File: config.mk
export PLATFORM = sky130hd
export DESIGN_NAME = rtcl_top
export DESIGN_NICKNAME = d
export VERILOG_FILES = /design/src/rtl/rtcl_top.v
export VERILOG_INCLUDE_DIRS = /design/src /design/src/rtl
export SDC_FILE = /design/constraint.sdc
export NUM_CORES = 1
export LEC_CHECK = 0
export ABC_AREA = 1
export CAP_MARGIN = 30
export CORE_MARGIN = 2
export CORE_UTILIZATION = 55
export CTS_BUF_LIST = sky130_fd_sc_hd__clkbuf_16
export DETAILED_ROUTE_END_ITERATION = 7
export DONT_BUFFER_PORTS = 1
export GPL_TIMING_DRIVEN = 0
export MAX_ROUTING_LAYER = met4
export PLACE_DENSITY = 0.73
export SLEW_MARGIN = 25
export SYNTH_ARGS = -nofsm -noshare
export SYNTH_HDL_FRONTEND = slang
export SYNTH_SLANG_ARGS = --single-unit
File: constraint.sdc
create_clock -name aclk -period 1.6 [get_ports aclk]
set_input_delay 0.16 -clock aclk [delete_from_list [all_inputs] [get_ports aclk]]
set_output_delay 0.16 -clock aclk [all_outputs]
set_load 0.005 [all_outputs]
File: src/rtl/rtcl_consts.vh
// constants for the reset timeout and cause logic
`ifndef RTCL_CONSTS_VH
`define RTCL_CONSTS_VH

// register byte offsets
`define RTCL_OFS_CAUSE 8'h00
`define RTCL_OFS_STATUS 8'h04
`define RTCL_OFS_CONFIG 8'h08
`define RTCL_OFS_STATE 8'h0C

// cause register fields
`define RTCL_CAUSE_BROWNOUT 0
`define RTCL_CAUSE_POWERON 1

// status register fields
`define RTCL_ST_POWERDOWN 3
`define RTCL_ST_TIMEOUT 4

// config register fields
`define RTCL_CFG_RC_MODE 0
`define RTCL_CFG_POWER_UP_TIMER_EN_N 1
`define RTCL_CFG_BOD_EN 2
`define RTCL_CONFIG_RESET 3'h2

// reset values
`define RTCL_STATUS_RESET 8'h18
`define RTCL_CAUSE_RESET 2'h0

// program counter targets
`define RTCL_PC_RESET 13'h0000
`define RTCL_PC_VECTOR 13'h0004

// timing
`define RTCL_CLK_PERIOD_NS 4
`define RTCL_POWER_UP_TIMER_TIME_MS 72
`define RTCL_POWER_UP_TIMER_CYCLES ((`RTCL_POWER_UP_TIMER_TIME_MS * 1000000 + `RTCL_CLK_PERIOD_NS - 1) / `RTCL_CLK_PERIOD_NS)
`define RTCL_OST_PERIODS 1024
`define RTCL_POR_DELAY_CYCLES 16

// bus responses
`define RTCL_RESP_OKAY 2'h0
`define RTCL_RESP_SLVERR 2'h2

`endif

File: src/rtl/rtcl_top.v
// reset timeout sequencer and reset cause flags with an axi4-lite register port
`timescale 1ns/100ps
`default_nettype none
`include "rtcl_consts.vh"

module rtcl_top #(
  parameter POWER_UP_TIMER_CYCLES = `RTCL_POWER_UP_TIMER_CYCLES,
  parameter OST_PERIODS = `RTCL_OST_PERIODS,
  parameter POR_DELAY_CYCLES = `RTCL_POR_DELAY_CYCLES,
  parameter CNT_W = 25,
  parameter PC_W = 13
) (
  // clock and bus reset
  input wire aclk,
  input wire aresetn,
  // axi4-lite write address
  input wire [7:0] awaddr,
  input wire awvalid,
  output reg awready,
  // axi4-lite write data
  input wire [31:0] wdata,
  input wire [3:0] wstrb,
  input wire wvalid,
  output reg wready,
  // axi4-lite write response
  output reg [1:0] bresp,
  output reg bvalid,
  input wire bready,
  // axi4-lite read address
  input wire [7:0] araddr,
  input wire arvalid,
  output reg arready,
  // axi4-lite read data
  output reg [31:0] rdata,
  output reg [1:0] rresp,
  output reg rvalid,
  input wire rready,
  // reset and wake sources
  input wire power_on_pulse,
  input wire master_clear_n,
  input wire brownout_detect,
  input wire watchdog_timer_expired,
  input wire sleep_enter,
  input wire interrupt_wake,
  input wire global_interrupt_enable,
  input wire osc_tick,
  // core side
  input wire [PC_W-1:0] core_pc,
  output reg core_run,
  output reg pc_load,
  output reg [PC_W-1:0] pc_load_addr,
  output reg [7:0] status_out
);

  // one-hot sequencer states
  localparam [5:0] ST_RUN = 6'h01;
  localparam [5:0] ST_PORD = 6'h02;
  localparam [5:0] ST_POWER_UP_TIMER = 6'h04;
  localparam [5:0] ST_OST = 6'h08;
  localparam [5:0] ST_HOLD = 6'h10;
  localparam [5:0] ST_SLEEP = 6'h20;

  // pending program counter target kinds
  localparam [1:0] PK_ZERO = 2'h0;
  localparam [1:0] PK_NEXT = 2'h1;
  localparam [1:0] PK_VECTOR = 2'h2;

  reg [5:0] state; // sequencer state
  reg [CNT_W-1:0] cnt; // delay counter, cycles or oscillator periods
  reg [1:0] pend_kind; // where execution resumes after the delay
  reg [1:0] cause; // power-on and brown-out flags
  reg [2:0] config_bits; // oscillator mode, timer enable, brown-out enable
  reg master_clear_n_q; // master clear sampled last cycle
  reg [7:0] aw_addr; // held write address
  reg [31:0] w_data; // held write data
  reg [3:0] w_strb; // held write strobes
  reg aw_got; // write address captured
  reg w_got; // write data captured

  wire rc_mode = config_bits[`RTCL_CFG_RC_MODE];
  wire power_up_timer_en_n = config_bits[`RTCL_CFG_POWER_UP_TIMER_EN_N];
  wire bod_en = config_bits[`RTCL_CFG_BOD_EN];
  wire master_clear_n_fall = master_clear_n_q & ~master_clear_n; // new master clear
  wire bor_evt = brownout_detect & bod_en; // brown-out only when enabled
  wire wr_go = aw_got & w_got & ~bvalid; // both halves present
  wire wr_lane0 = wr_go & w_strb[0]; // low byte carries every field

  // write path: address and data taken in either order, response after both
  always @(posedge aclk) begin
    if (!aresetn) begin
      awready <= 1'b1;
      wready <= 1'b1;
      aw_got <= 1'b0;
      w_got <= 1'b0;
      aw_addr <= 8'h00;
      w_data <= 32'h0000_0000;
      w_strb <= 4'h0;
      bvalid <= 1'b0;
      bresp <= `RTCL_RESP_OKAY;
    end else begin
      // capture address
      if (awvalid && awready) begin
        aw_addr <= awaddr;
        aw_got <= 1'b1;
        awready <= 1'b0;
      end
      // capture data
      if (wvalid && wready) begin
        w_data <= wdata;
        w_strb <= wstrb;
        w_got <= 1'b1;
        wready <= 1'b0;
      end
      // perform the write and answer
      if (wr_go) begin
        aw_got <= 1'b0;
        w_got <= 1'b0;
        bvalid <= 1'b1;
        case (aw_addr)
          `RTCL_OFS_CAUSE, `RTCL_OFS_STATUS, `RTCL_OFS_CONFIG: bresp <= `RTCL_RESP_OKAY;
          default: bresp <= `RTCL_RESP_SLVERR;
        endcase
      end
      // response taken, reopen both channels
      if (bvalid && bready) begin
        bvalid <= 1'b0;
        awready <= 1'b1;
        wready <= 1'b1;
      end
    end
  end

  // read path: one cycle from address to data
  always @(posedge aclk) begin
    if (!aresetn) begin
      arready <= 1'b1;
      rvalid <= 1'b0;
      rdata <= 32'h0000_0000;
      rresp <= `RTCL_RESP_OKAY;
    end else begin
      if (arvalid && arready) begin
        arready <= 1'b0;
        rvalid <= 1'b1;
        rresp <= `RTCL_RESP_OKAY;
        case (araddr)
          `RTCL_OFS_CAUSE: rdata <= {30'h0, cause};
          `RTCL_OFS_STATUS: rdata <= {24'h0, status_out};
          `RTCL_OFS_CONFIG: rdata <= {29'h0, config_bits};
          `RTCL_OFS_STATE: rdata <= {23'h0, core_run, pend_kind, state};
          default: begin
            rdata <= 32'h0000_0000;
            rresp <= `RTCL_RESP_SLVERR;
          end
        endcase
      end
      // data taken
      if (rvalid && rready) begin
        rvalid <= 1'b0;
        arready <= 1'b1;
      end
    end
  end

  // configuration register, written only by software
  always @(posedge aclk) begin
    if (!aresetn) begin
      config_bits <= `RTCL_CONFIG_RESET;
    end else if (wr_lane0 && aw_addr == `RTCL_OFS_CONFIG) begin
      config_bits <= w_data[2:0];
    end
  end

  // master clear edge history
  always @(posedge aclk) begin
    if (!aresetn) begin
      master_clear_n_q <= 1'b1;
    end else begin
      master_clear_n_q <= master_clear_n;
    end
  end

  // cause flags: software write first, reset events override after
  always @(posedge aclk) begin
    if (!aresetn) begin
      cause <= `RTCL_CAUSE_RESET;
    end else begin
      if (wr_lane0 && aw_addr == `RTCL_OFS_CAUSE) begin
        cause <= w_data[1:0];
      end
      if (power_on_pulse) begin
        cause[`RTCL_CAUSE_POWERON] <= 1'b0;
        if (bod_en) begin
          cause[`RTCL_CAUSE_BROWNOUT] <= 1'b1;
        end
      end else if (bor_evt) begin
        cause[`RTCL_CAUSE_BROWNOUT] <= 1'b0;
      end
    end
  end

  // core status register; timeout and power-down owned by hardware
  always @(posedge aclk) begin
    if (!aresetn) begin
      status_out <= `RTCL_STATUS_RESET;
    end else begin
      if (wr_lane0 && aw_addr == `RTCL_OFS_STATUS) begin
        status_out[7:5] <= w_data[7:5];
        status_out[2:0] <= w_data[2:0];
      end
      if (power_on_pulse) begin
        status_out[7:3] <= 5'h03;
      end else if (bor_evt) begin
        status_out[7:3] <= 5'h03;
      end else if (master_clear_n_fall && state == ST_SLEEP) begin
        status_out[7:3] <= 5'h02; // timeout set, power-down clear
      end else if (master_clear_n_fall && state == ST_RUN) begin
        status_out[7:5] <= 3'h0;
      end else if (watchdog_timer_expired && state == ST_RUN) begin
        status_out[7:3] <= 5'h01;
      end else if (watchdog_timer_expired && state == ST_SLEEP) begin
        status_out[`RTCL_ST_TIMEOUT] <= 1'b0;
        status_out[`RTCL_ST_POWERDOWN] <= 1'b0;
      end else if (interrupt_wake && state == ST_SLEEP) begin
        status_out[`RTCL_ST_TIMEOUT] <= 1'b1;
        status_out[`RTCL_ST_POWERDOWN] <= 1'b0;
      end else if (sleep_enter && state == ST_RUN) begin
        status_out[`RTCL_ST_TIMEOUT] <= 1'b1;
        status_out[`RTCL_ST_POWERDOWN] <= 1'b0;
      end
    end
  end

  // sequencer: delays, hold under master clear, program counter load
  always @(posedge aclk) begin
    if (!aresetn) begin
      state <= ST_HOLD;
      cnt <= {CNT_W{1'b0}};
      pend_kind <= PK_ZERO;
      core_run <= 1'b0;
      pc_load <= 1'b0;
      pc_load_addr <= `RTCL_PC_RESET;
    end else begin
      pc_load <= 1'b0;
      if (power_on_pulse) begin
        // power-up: no delay at all for rc mode without the timer
        cnt <= {CNT_W{1'b0}};
        pend_kind <= PK_ZERO;
        core_run <= 1'b0;
        if (rc_mode && power_up_timer_en_n) begin
          state <= ST_HOLD;
        end else begin
          state <= ST_PORD;
        end
      end else if (bor_evt) begin
        // brown-out always runs the 72 ms timer
        cnt <= {CNT_W{1'b0}};
        pend_kind <= PK_ZERO;
        core_run <= 1'b0;
        state <= ST_POWER_UP_TIMER;
      end else begin
        case (state)
          ST_RUN: begin
            if (!master_clear_n || watchdog_timer_expired) begin
              pend_kind <= PK_ZERO;
              core_run <= 1'b0;
              state <= ST_HOLD;
            end else if (sleep_enter) begin
              core_run <= 1'b0;
              state <= ST_SLEEP;
            end
          end
          ST_PORD: begin
            // master clear is not looked at while delays run
            cnt <= cnt + 1'b1;
            if (cnt >= POR_DELAY_CYCLES - 1) begin
              cnt <= {CNT_W{1'b0}};
              if (!power_up_timer_en_n) begin
                state <= ST_POWER_UP_TIMER;
              end else if (rc_mode) begin
                state <= ST_HOLD;
              end else begin
                state <= ST_OST;
              end
            end
          end
          ST_POWER_UP_TIMER: begin
            cnt <= cnt + 1'b1;
            if (cnt >= POWER_UP_TIMER_CYCLES - 1) begin
              cnt <= {CNT_W{1'b0}};
              state <= rc_mode ? ST_HOLD : ST_OST;
            end
          end
          ST_OST: begin
            // counts oscillator periods, not bus clocks
            if (osc_tick) begin
              cnt <= cnt + 1'b1;
              if (cnt >= OST_PERIODS - 1) begin
                cnt <= {CNT_W{1'b0}};
                state <= ST_HOLD;
              end
            end
          end
          ST_HOLD: begin
            // release as soon as master clear is high
            if (master_clear_n) begin
              state <= ST_RUN;
              core_run <= 1'b1;
              pc_load <= 1'b1;
              case (pend_kind)
                PK_NEXT: pc_load_addr <= core_pc + 1'b1;
                PK_VECTOR: pc_load_addr <= `RTCL_PC_VECTOR;
                default: pc_load_addr <= `RTCL_PC_RESET;
              endcase
            end
          end
          ST_SLEEP: begin
            if (!master_clear_n) begin
              pend_kind <= PK_ZERO;
              state <= ST_HOLD;
            end else if (watchdog_timer_expired || interrupt_wake) begin
              cnt <= {CNT_W{1'b0}};
              if (interrupt_wake && !watchdog_timer_expired && global_interrupt_enable) begin
                pend_kind <= PK_VECTOR;
              end else begin
                pend_kind <= PK_NEXT;
              end
              state <= rc_mode ? ST_HOLD : ST_OST;
            end
          end
          default: begin
            state <= ST_HOLD;
            core_run <= 1'b0;
          end
        endcase
      end
    end
  end

endmodule
`default_nettype wire

Word-level counts from Yosys, hierarchy flattened --
Index checks and enable logic that the tools add are counted.
Word-level totals: flip-flop bits (word level) 122, latch bits 0, RAM bits 0, bits in read-only memories 0, input port bits 80, output and inout bits 64, memories kept 0
Cells by class: $add $sub $neg 2, $mul 0, div/mod/pow operators 0, order comparisons 3, eq/ne operators 28, shifts and indexed selects 0, mux-type cells 46, bitwise operators 13, reduce and logical (&&, ||, !) cells 45
Operator list (count):
- $mux 25 | 6
- $pmux 25 s4 | 1
- $mux 6 | 11
- $pmux 6 s6 | 1
- $pmux 9 s4 | 1
- $pmux 13 s2 | 1
- $add 25x1->25 const B | 1
- $ge 25x10->1 const B | 1
- $ge 25x25->1 const B | 1
- $ge 25x4->1 const B | 1
- $eq 8x4->1 const B | 3
- $mux 2 | 10
- $ne 4x4->1 const B | 5
- $logic_and 1x1->1 | 17
- $eq 8x3->1 const B | 2
- $logic_not 8->1 | 2
- $reduce_or 4->1 | 4
- $mux 5 | 3
- $add 13x1->13 const B | 1
- $mux 1 | 10
- $ne 5x4->1 const B | 2
- $ne 2x2->1 const B | 4
- $not 1->1 | 8
- $reduce_and 4->1 | 2
- other kinds (24) | 39

Longest topological paths before layout --
Gate-level depths: netlist of the first run.
word-level depth 8, depth in mapped cells 14

Worst setup path before layout of the first run --
No wires, ideal clock.
path type register to register, start point reg cnt[0], end point reg cnt[9], data arrival time 1636 ps, setup slack -153 ps, cell stages (with the launch flop) 14, path buffers 1, period minus slack after synthesis 1753 ps, cells stage by stage dfxtp_1 > ha_1 > nand2_1 > nor2_2 > nand3_2 > nor2_2 > nand3_1 > nand2_1 > nand2_1 > nor2_4 > nand2_4 > nand2_4 > buf_12 > nor2_2
On the way: cells in the longest elaborated chain, start to end 4
Ends and longest elaborated chain:
- start, declared | line rtcl_top.v:69 | reg [CNT_W-1:0] cnt;
- start signal, assigned | line rtcl_top.v:237 | cnt <= {CNT_W{1'b0}};
- start signal, assigned | line rtcl_top.v:246 | cnt <= {CNT_W{1'b0}};
- start signal, assigned | line rtcl_top.v:256 | cnt <= {CNT_W{1'b0}};
- $add 25x1->25 / $ge 25x10->1 (equally long branches)
- $mux 25 | line rtcl_top.v:297 | if (cnt >= OST_PERIODS - 1) begin
- $mux 25 | line rtcl_top.v:295 | if (osc_tick) begin
- $pmux 25 s4 * | line rtcl_top.v:261 | case (state)
Mark *: on every way between the ends. The rest lies on a longest branch, timed or not. The select of a mux whose other input is x is not followed. A chain may end at the register's enable or synchronous reset.

Final worst setup path of the first run --
start point reg state[4], end point reg cnt[1]
On the way: cells in the longest elaborated chain, start to end 3
Ends and longest elaborated chain:
- start, declared | line rtcl_top.v:68 | reg [5:0] state;
- start signal, assigned | line rtcl_top.v:290 | state <= rc_mode ? ST_HOLD : ST_OST;
- start signal, assigned | line rtcl_top.v:327 | state <= rc_mode ? ST_HOLD : ST_OST;
- $eq 6x6->1, or another cell as far along | line rtcl_top.v:261
- $ne 2x1->1 (no line), or another cell as far along
- $reduce_and 4->1 (no line)
- end signal, assigned | line rtcl_top.v:256
- end signal, assigned | line rtcl_top.v:274 | cnt <= cnt + 1'b1;
- end signal, assigned | line rtcl_top.v:276 | cnt <= {CNT_W{1'b0}};
Parallel ways exist; a longest one is shown, timed or not.

==> flow_summary.yaml, run 1 <==
cts:
  cts_tree: "yes"
  clk_pin_slew_ns: 0.07
  ctsLongestPathBuffers: 2
  cts_root_buf: "clkbuf_16"
  insertion_delay_ns: 0.34
  cts_sinks: 95
  htreeDepth: 3
  cts_buffers: 9
setup_path:
  cp.arrival_ns: 2.13
  start_kind: "register"
  worstPathRequired_ns: 1.87
  end_kind: "register"
  path_class: "reg -> reg"
  critPathMaxFanout: 5
power_and_ir_drop:
  power_w: 0.00544
  vdd_drop_max_uv: 686
  cellPowerDensity_nw_per_um2: 817
  leakage_nw: 2.84
placement:
  hpwlAfterDp_mm: 9.90
  pre_cts_ws_ns: -0.364
  io_buffers: 0
  gp_congestion: 0.932
  dp.cells: 912
synthesis:
  synth_compound_area_frac: 0.126
  syn_area_per_cell_um2: 6.70
  synth_cells: 777
  netlist_area_um2: 5210
  synth_xor_area_frac: 0.0202
  synth_mux_area_frac: 0
  yosys.area_share.simple: 0.359
  ys_warn_count: 0
  ys_ff_latch: 95
  ys_seq_area_frac: 0.365
  synth_fa_ha_area_frac: 0.00961
  yosys.cell_types.count: 47
  synth_top_family_by_area: "simple AND/OR/NAND/NOR gates"
timing:
  max_slew_margin: 0.550
  final_hold_viol_count: 2
  timing.fmax_mhz: 536
  worst_pin_slew_ns: 0.676
  setup-tns-final_ns: -6.22
  rsz0062_at_grt: "yes"
  finClkSkew_ns: 0.00975
  maxSlewViolCount: 0
  finalCriticalPeriod_ns: 1.87
  timing.hold.ws_ns: -0.00959
  layout_setup_ws_ns: -0.266
  setup_violations: 37
  finalCritPeriodShare: 1.17
route:
  via_count: 5371
  wl_per_cell_um: 15.4
  avgViaCountPerCell: 5.53
  drt-initial-drc-count: 421
  antenna_left: 0
  drc: 0
  firstDrtPassIters: 6
  wirelength_mm: 15.0
grt:
  grt.overflow.total: 0
  grt_usage: 0.280
  antenna_found_initial: 0
  grt_pass1_vias: 4863
  grt_max_degree: 18
  grt_pass1_wl_mm: 22.1
outcome:
  failed_checks: "negative hold slack, negative setup slack"
  status: "complete, but fails checks"
cells_and_area:
  multi_input_area_um2: 3220
  regArea_um2: 1940
  drive_gt1_frac: 0.273
  nNetsFinal: 940
  fin_util: 0.724
  syn_to_final_growth_pct: 27.9
  fin_cells: 972
  diodes: 0
  nFillCells: 705
floorplan:
  row_count: 35
  ioPinCount: 144
  coreArea_um2: 9200
  dieArea_um2: 10300
  dieWidth_um: 101
  fp.dieH_um: 101
  start_util: 0.566
worst_hold_path:
  hold_class: "in -> reg"
job:
  max_cap_violations: 0
[Yosys cell counts, drive strengths merged]
| cell type | n | area share |
|---|---|---|
| nand2 | 176 | 0.13 |
| o22ai | 3 | 0.0036 |
| o2111ai | 1 | 0.0017 |
| and3 | 1 | 0.0012 |
| ha | 4 | 0.0096 |
| a41oi | 1 | 0.0017 |
| dfxtp | 95 | 0.37 |
| a21oi | 54 | 0.053 |
| o21ai | 50 | 0.048 |
| a31oi | 1 | 0.0012 |
| a211oi | 1 | 0.0014 |
| xor2 | 9 | 0.015 |
| or2 | 7 | 0.0084 |
| inv | 93 | 0.067 |
| nand3b | 6 | 0.0087 |
| xnor2 | 3 | 0.0050 |
| o32ai | 1 | 0.0017 |
| clkbuf | 9 | 0.0065 |
| nor2 | 138 | 0.12 |
| buf | 30 | 0.045 |
| o21bai | 2 | 0.0029 |
| a31o | 1 | 0.0017 |
| o21a | 3 | 0.0043 |
| nand3 | 43 | 0.043 |
| o311ai | 2 | 0.0034 |
| nand4 | 8 | 0.0096 |
| o211ai | 1 | 0.0014 |
| clkinv | 1 | 0.00072 |
| nor4 | 6 | 0.0072 |
| conb | 1 | 0.00072 |
| nor3 | 25 | 0.027 |
| nor3b | 1 | 0.0014 |
[critical path, stage by stage (launching register included)]
cell and delay [ns]:
dfxtp_4 0.37, nor2_4 0.16, nand4_1 0.24, nor2_2 0.22, nand2_1 0.09, a21oi_2 0.16, nor2_4 0.06, nand2_4 0.08
nand2_8 0.07, buf_12 0.13, buf_12 0.13, a21oi_2 0.09
[where the power goes]
group          internal, W  switching, W  total [W]
Combinational     0.000284      0.000440   0.000724
Sequential         0.00244     0.0000637    0.00250
Clock              0.00123      0.000980    0.00221
[cells in the final DEF (no fill, tap or decap), drive strengths merged, types with 2 or more instances in the layout]
cell type / instances
conb: 25
inv: 97
ha: 4
dfxtp: 95
xor2: 9
o21ai: 50
nand3b: 6
nand4: 8
o21a: 3
o22ai: 3
nor2: 138
nor4: 6
buf: 67
dlygate4sd3: 8
clkbuf: 17
clkinv: 2
nor3: 25
a21oi: 54
o311ai: 2
nand2: 176
nand3: 43
or2: 7
xnor2: 3
o21bai: 2
[layer usage]
metal  routed length (µm)  global-route usage  vias up
li1                     -                   -     2612
met5                    0                   -        -
met4                  551               0.102        0
met2                 6990               0.446      271
met1                 6230               0.357     2427
met3                 1240              0.0504       61
[kinds of logic after synthesis]
| group | count (synthesis) |
|---|---|
| buffers and inverters | 133 |
| xor gates and xnor gates | 12 |
| and+or+nand+nor | 411 |
| AOI/OAI and AO/OA | 121 |
| DFF | 95 |
| adders and majority gates | 4 |
| other | 1 |
[path summary, 6_finish.rpt]
check | startpoint | end | slack [ns] | depth (start not counted)
min | awaddr[5] | aw_addr[5] | -0.01 | 2
min reg2reg | w_data[6] | w_data[6] | 0.45 | 2
max | state[4] | cnt[1] | -0.27 | 11
max reg2reg | state[4] | cnt[1] | -0.27 | 11
[through the flow]
step,area (µm²),hold WS (ns)
2_1_floorplan,5330,0.286
3_3_place_gp,5470,0.300
3_5_place_dp,5470,0.310
4_1_cts,6210,0.00174
5_1_grt,6660,0.00180
6_report,6660,-0.00959
[state kept, by name, indices dropped and copies added (netlist names), 2 cells and up]
signal and count:
cause 2, pend_kind 2, aw_addr 8, state 6
config_bits 3, rdata 9, status_out 8, cnt 25
w_data 6, pc_load_addr 13
[repair_timing]
action,4_1_cts,5_1_grt
gates cloned,2,0
setup endpoints to repair,52,59
pin swaps,18,25
resized for setup,40,114
hold buffers,8,0
hold endpoints to repair,15,0
setup buffers,21,14
[final cells by class]
class,instances,area share
multi-input combinational,573,0.484
sequential,95,0.291
timing repair buffer,44,0.0611
inverter,94,0.0553
buffer,39,0.0421
clock buffer,9,0.0338
tap,111,0.0209
clock inverter,7,0.0120
Power figures use the tool's default switching activity.
==> inputs of run 2 (changes only) <==
--- a/config.mk
+++ b/config.mk
@@ -8,14 +8,16 @@
 export LEC_CHECK = 0
 export ABC_AREA = 1
 export CAP_MARGIN = 30
+export CELL_PAD_IN_SITES_DETAIL_PLACEMENT = 1
+export CELL_PAD_IN_SITES_GLOBAL_PLACEMENT = 2
 export CORE_MARGIN = 2
-export CORE_UTILIZATION = 55
+export CORE_UTILIZATION = 30
 export CTS_BUF_LIST = sky130_fd_sc_hd__clkbuf_16
 export DETAILED_ROUTE_END_ITERATION = 7
 export DONT_BUFFER_PORTS = 1
 export GPL_TIMING_DRIVEN = 0
 export MAX_ROUTING_LAYER = met4
-export PLACE_DENSITY = 0.73
+export PLACE_DENSITY_LB_ADDON = 0.1
 export SLEW_MARGIN = 25
 export SYNTH_ARGS = -nofsm -noshare
 export SYNTH_HDL_FRONTEND = slang
==> constraint.sdc (replaced) <==
create_clock -name aclk -period 1.7 [get_ports aclk]
set_input_delay 0.51 -clock aclk [delete_from_list [all_inputs] [get_ports aclk]]
set_output_delay 0.51 -clock aclk [all_outputs]
set_load 0.005 [all_outputs]
==> run 2 against run 1 <==
  * The run ends with negative setup slack left
  * Worst setup slack better by 0.063 ns
  * Clock skew shrank 0.0012 ns
  * Critical path depth rose by 3
==> flow_summary.yaml, run 2 (synthesis results as in run 1) <==
cells_and_area:
  final_cell_area_um2: 6770
  nNetsFinal: 943
  reg_top3: "cnt (25), pc_load_addr (13), rdata (9)"
  fin_cells: 1088
  drive_gt1_frac: 0.269
  fin_util: 0.396
  syn_to_final_growth_pct: 30.0
  regMostFlops: "cnt"
  diodes: 0
  final_cell_mix: "nand2_1, nor2_1, inv_1, dfxtp_1, buf_4"
  largest_reg_flops: 25
  final_common_cell: "nand2_1"
setup_path:
  endpoint: "cnt[5]"
  worstReg2RegEnd: "cnt[5]"
  start_kind: "register"
  crit_buf_inv: 2
  cpMostUsedCell: "nor2_4"
  cp-startpoint: "cnt[0]"
  r2r_start: "cnt[0]"
  worstPathRequired_ns: 1.95
  r2r.worst_path.cells: 14
  worst-path-stages: 14
  crit_path_top_delay_cell: "dfxtp_2"
  critPathMaxFanout: 5
  path_delay_family: "simple AND/OR/NAND/NOR gates"
  crit_chain: "ha_4, nand2_4, nor2_4, nand3_4, nor2_4, nand3_2, nand2_2, nand2_2, nor2_4, nand2_4, nand2_8, buf_12, buf_12, nor2_2"
  crit_path_max_incr_delay_ns: 0.35
  path_class: "reg -> reg"
  end_kind: "register"
  r2r_setup_slack_ns: -0.20
  cp.arrival_ns: 2.15
route:
  firstDrtPassIters: 4
  antenna_left: 0
  drt-initial-drc-count: 159
  wl_per_cell_um: 15.7
  via_count: 5151
  wirelength_mm: 17.0
  drc: 0
  avgViaCountPerCell: 4.73
timing:
  setup-tns-final_ns: -3.71
  rsz0062_at_grt: "yes"
  worst_pin_slew_ns: 0.667
  final_hold_viol_count: 0
  finClkSkew_ns: 0.00859
  setup_violations: 30
  timing.fmax_mhz: 525
  finalCritPeriodShare: 1.12
  layout_setup_ws_ns: -0.203
  max_slew_margin: 0.555
  finalCriticalPeriod_ns: 1.90
  maxSlewViolCount: 0
placement:
  io_buffers: 0
  gp_congestion: 0.845
  place_area_um2: 5620
  hpwlAfterDp_mm: 12.7
  dp.cells: 1026
cts:
  htreeDepth: 3
  hold_buffers: 0
  cts_root_buf: "clkbuf_16"
  cts_tree: "yes"
  cts_sinks: 95
  insertion_delay_ns: 0.36
  cts_buffers: 9
  ctsLongestPathBuffers: 2
  clk_pin_slew_ns: 0.07
outcome:
  status: "complete, but fails checks"
  failed_checks: "negative setup slack"
floorplan:
  fp.dieH_um: 136
  row_count: 48
  start_util: 0.304
  dieArea_um2: 18400
  ioPinCount: 144
  dieWidth_um: 136
  coreArea_um2: 17100
grt:
  grt_max_degree: 17
  grt_pass1_vias: 5330
  antenna_found_initial: 0
  grt_usage: 0.193
  grt.overflow.total: 0
  grt_pass1_wl_mm: 27.2
power_and_ir_drop:
  vdd_drop_max_uv: 470
  power_w: 0.00530
  leakage_nw: 2.83
  cellPowerDensity_nw_per_um2: 782
worst_hold_path:
  hold_class: "in -> reg"
  hold_start: "aresetn"
job:
  max_cap_violations: 0
run 2: final cells by class:
| type | instances | area (µm²) |
|---|---|---|
| Clock inverter | 6 | 93.8 |
| Sequential cell | 95 | 1930 |
| Tap cell | 225 | 282 |
| Timing Repair Buffer | 47 | 419 |
| Fill cell | 2178 | 10300 |
| Clock buffer | 9 | 225 |
| Inverter | 94 | 365 |
| Buffer | 39 | 290 |
| Multi-Input combinational cell | 573 | 3170 |
run 2: worst min path at each step:
stage | end | cells after the start
after global routing | arready | 2
after CTS | config_bits[0] | 2
final | w_data[6] | 2
after floorplan | w_data[6] | 2
after global placement | w_got | 2
after detailed placement | w_got | 2
run 2: per-stage QoR:
| step | hold slack [ns] | worst slack, ns |
|---|---|---|
| 2_1_floorplan | 0.424 | 0.00685 |
| 4_1_cts | 0.284 | -0.184 |
| 3_3_place_gp | 0.443 | -0.366 |
| 5_1_grt | 0.300 | -0.320 |
| 6_report | 0.300 | -0.203 |
| 3_5_place_dp | 0.451 | -0.463 |
run 2: routing by layer:
metal	routed length (µm)	vias up	track usage
met5	0	-	-
met4	216	0	0.0608
met3	840	12	0.0355
met2	8200	82	0.317
met1	7770	2439	0.241
li1	-	2618	-
run 2: worst register-to-register path, delay by kind of cell (launching register included):
family / cells / cell delay [ns]
and+or+nand+nor: 11 / 1.06
buffers and inverters: 2 / 0.24
DFF: 1 / 0.35
adders and majority gates: 1 / 0.15
run 2: timing repair:
| item | in CTS | in global routing |
|---|---|---|
| cloned | 1 | 1 |
| buffers inserted | 32 | 14 |
| gates resized for setup | 71 | 58 |
| pin swaps | 38 | 22 |
| endpoints found under the setup margin | 52 | 52 |
run 2: power breakdown:
part	switching, W	internal (W)	total, W
registers	0.0000559	0.00229	0.00235
logic	0.000415	0.000282	0.000696
clock network	0.000956	0.00130	0.00225
==> inputs of run 3 (changes only) <==
--- a/config.mk
+++ b/config.mk
@@ -7,18 +7,18 @@
 export NUM_CORES = 1
 export LEC_CHECK = 0
 export ABC_AREA = 1
+export BUFFER_PORTS_ARGS = -buffer_cell sky130_fd_sc_hd__buf_2
 export CAP_MARGIN = 30
 export CELL_PAD_IN_SITES_DETAIL_PLACEMENT = 1
 export CELL_PAD_IN_SITES_GLOBAL_PLACEMENT = 2
 export CORE_MARGIN = 2
-export CORE_UTILIZATION = 30
+export CORE_UTILIZATION = 25
 export CTS_BUF_LIST = sky130_fd_sc_hd__clkbuf_16
 export DETAILED_ROUTE_END_ITERATION = 7
-export DONT_BUFFER_PORTS = 1
 export GPL_TIMING_DRIVEN = 0
 export MAX_ROUTING_LAYER = met4
 export PLACE_DENSITY_LB_ADDON = 0.1
-export SLEW_MARGIN = 25
+export SLEW_MARGIN = 20
 export SYNTH_ARGS = -nofsm -noshare
 export SYNTH_HDL_FRONTEND = slang
 export SYNTH_SLANG_ARGS = --single-unit
==> run 3 against run 2 <==
  * The run still ends with negative setup slack left
  * Cell area grew 9.1%
  * Wire length grew 7.5%
  * Worst setup slack got worse by 0.027 ns
  * First-iteration DRC count up 23%
  * Count of clock-buffer cells in the layout unchanged
  * Maximum frequency down 1.4%
  * Largest cell class unchanged
==> flow_summary.yaml, run 3 (synthesis results as in run 1) <==
outcome:
  status: "complete, but fails checks"
  failed_checks: "negative setup slack"
grt:
  grt_max_degree: 17
  antenna_found_initial: 0
  grt_pass1_wl_mm: 29.4
  grt_usage: 0.171
  grt_pass1_vias: 5861
  grt.overflow.total: 0
timing:
  layout_setup_ws_ns: -0.230
  finalCriticalPeriod_ns: 1.93
  worst_pin_slew_ns: 0.642
  setup-tns-final_ns: -4.66
  setup_violations: 30
  maxSlewViolCount: 0
  final_hold_viol_count: 0
  finalCritPeriodShare: 1.14
  max_slew_margin: 0.572
  rsz0062_at_grt: "yes"
  timing.fmax_mhz: 518
  finClkSkew_ns: 0.0114
floorplan:
  dieWidth_um: 148
  coreArea_um2: 20400
  dieArea_um2: 22000
  row_count: 52
  fp.dieH_um: 148
  start_util: 0.256
  ioPinCount: 144
setup_path:
  crit_path_top_delay_cell: "dfxtp_4"
  crit_chain: "nor2_4, nand4_1, buf_4, nor2_1, inv_1, nand2_2, nor2_4, nand2_4, clkinvlp_4, nor3_2"
  start_kind: "register"
  cp.arrival_ns: 2.20
  cpMostUsedCell: "nor2_4"
  cp-startpoint: "state[4]"
  r2r.worst_path.cells: 10
  critPathMaxFanout: 6
  end_kind: "register"
  path_class: "reg -> reg"
  worstPathRequired_ns: 1.97
  crit_path_max_incr_delay_ns: 0.35
  r2r_start: "state[4]"
route:
  drt-initial-drc-count: 195
  drc: 0
  via_count: 5468
  antenna_left: 0
  avgViaCountPerCell: 4.48
  wirelength_mm: 18.3
  firstDrtPassIters: 4
  wl_per_cell_um: 15.0
cts:
  cts_buffers: 9
  cts_tree: "yes"
  clk_pin_slew_ns: 0.07
  ctsLongestPathBuffers: 2
  cts_sinks: 95
  insertion_delay_ns: 0.36
  cts_root_buf: "clkbuf_16"
  htreeDepth: 3
placement:
  place_area_um2: 6120
  hpwlAfterDp_mm: 13.5
  gp_congestion: 0.828
  pre_cts_ws_ns: -0.621
  io_buffers: 89
  dp.cells: 1160
cells_and_area:
  reg_top3: "cnt (25), pc_load_addr (13), rdata (9)"
  regMostFlops: "cnt"
  final_common_cell: "nand2_1"
  final_cell_area_um2: 7390
  drive_gt1_frac: 0.347
  final_cell_mix: "nand2_1, buf_2, nor2_1, inv_1, dfxtp_1"
  fin_cells: 1221
  nNetsFinal: 1031
  syn_to_final_growth_pct: 41.9
  largest_reg_flops: 25
  diodes: 0
power_and_ir_drop:
  intPower_w: 0.00409
  seqPwrFrac: 0.422
  leakage_nw: 3.27
  swShare: 0.265
  vdd_drop_max_uv: 432
  switchingPower_w: 0.00147
  clock_power_share: 0.429
  cellPowerDensity_nw_per_um2: 752
  combPwrFrac: 0.149
worst_hold_path:
  hold_class: "in -> reg"
  holdPathStages: 3
  hold_start: "rready"
job:
  max_cap_violations: 0
-- run 3: power by group through the flow --
stage	clock (W)	sequential [W]	combinational, W
2_1_floorplan	0	0.00239	0.000397
3_3_place_gp	0	0.00239	0.000617
3_5_place_dp	0	0.00239	0.000624
4_1_cts	0.00247	0.00234	0.000782
5_1_grt	0.00256	0.00235	0.000915
6_report	0.00239	0.00234	0.000828
-- run 3: cell type report --
class,instances,area (µm²)
tap,270,338
clock inverter,6,115
buffer,38,274
timing repair buffer,135,898
clock buffer,9,225
sequential,95,1930
fill,2574,13000
multi-input combinational,574,3230
inverter,94,370
-- run 3: timing repair --
action / in CTS / in global routing
hold buffers: 0 / 0
pin swaps: 31 / 33
gates resized for setup: 94 / 59
setup endpoints to repair: 60 / 56
buffers inserted: 35 / 8
gates cloned: 3 / 1
-- run 3: final timing paths --
kind                endpoint  slack, ns
max                  cnt[18]      -0.23
min                  arready       0.39
min reg2reg  pc_load_addr[3]       0.46
max reg2reg          cnt[18]      -0.23
-- run 3: stage by stage --
| stage | hold slack, ns | power (W) | util |
|---|---|---|---|
| global route | 0.409 | 0.00583 | 0.363 |
| floorplan | 0.424 | 0.00278 | - |
| finish | 0.390 | 0.00556 | 0.363 |
| CTS | 0.380 | 0.00559 | 0.350 |
| detailed placement | 0.447 | 0.00302 | 0.300 |
| global placement | 0.446 | 0.00301 | 0.300 |
-- run 3: metal layers --
metal	track usage	up-vias	wire length [µm]
met5	-	-	0
li1	-	2789	-
met2	0.282	81	8730
met4	0.0438	0	182
met1	0.222	2589	8880
met3	0.0218	9	510
-- run 3: worst max-delay path, delay by kind of cell (launching register included) --
kind | cells | cell delay, ns
buf+inv | 3 | 0.50
flops | 1 | 0.35
simple gates | 7 | 0.99
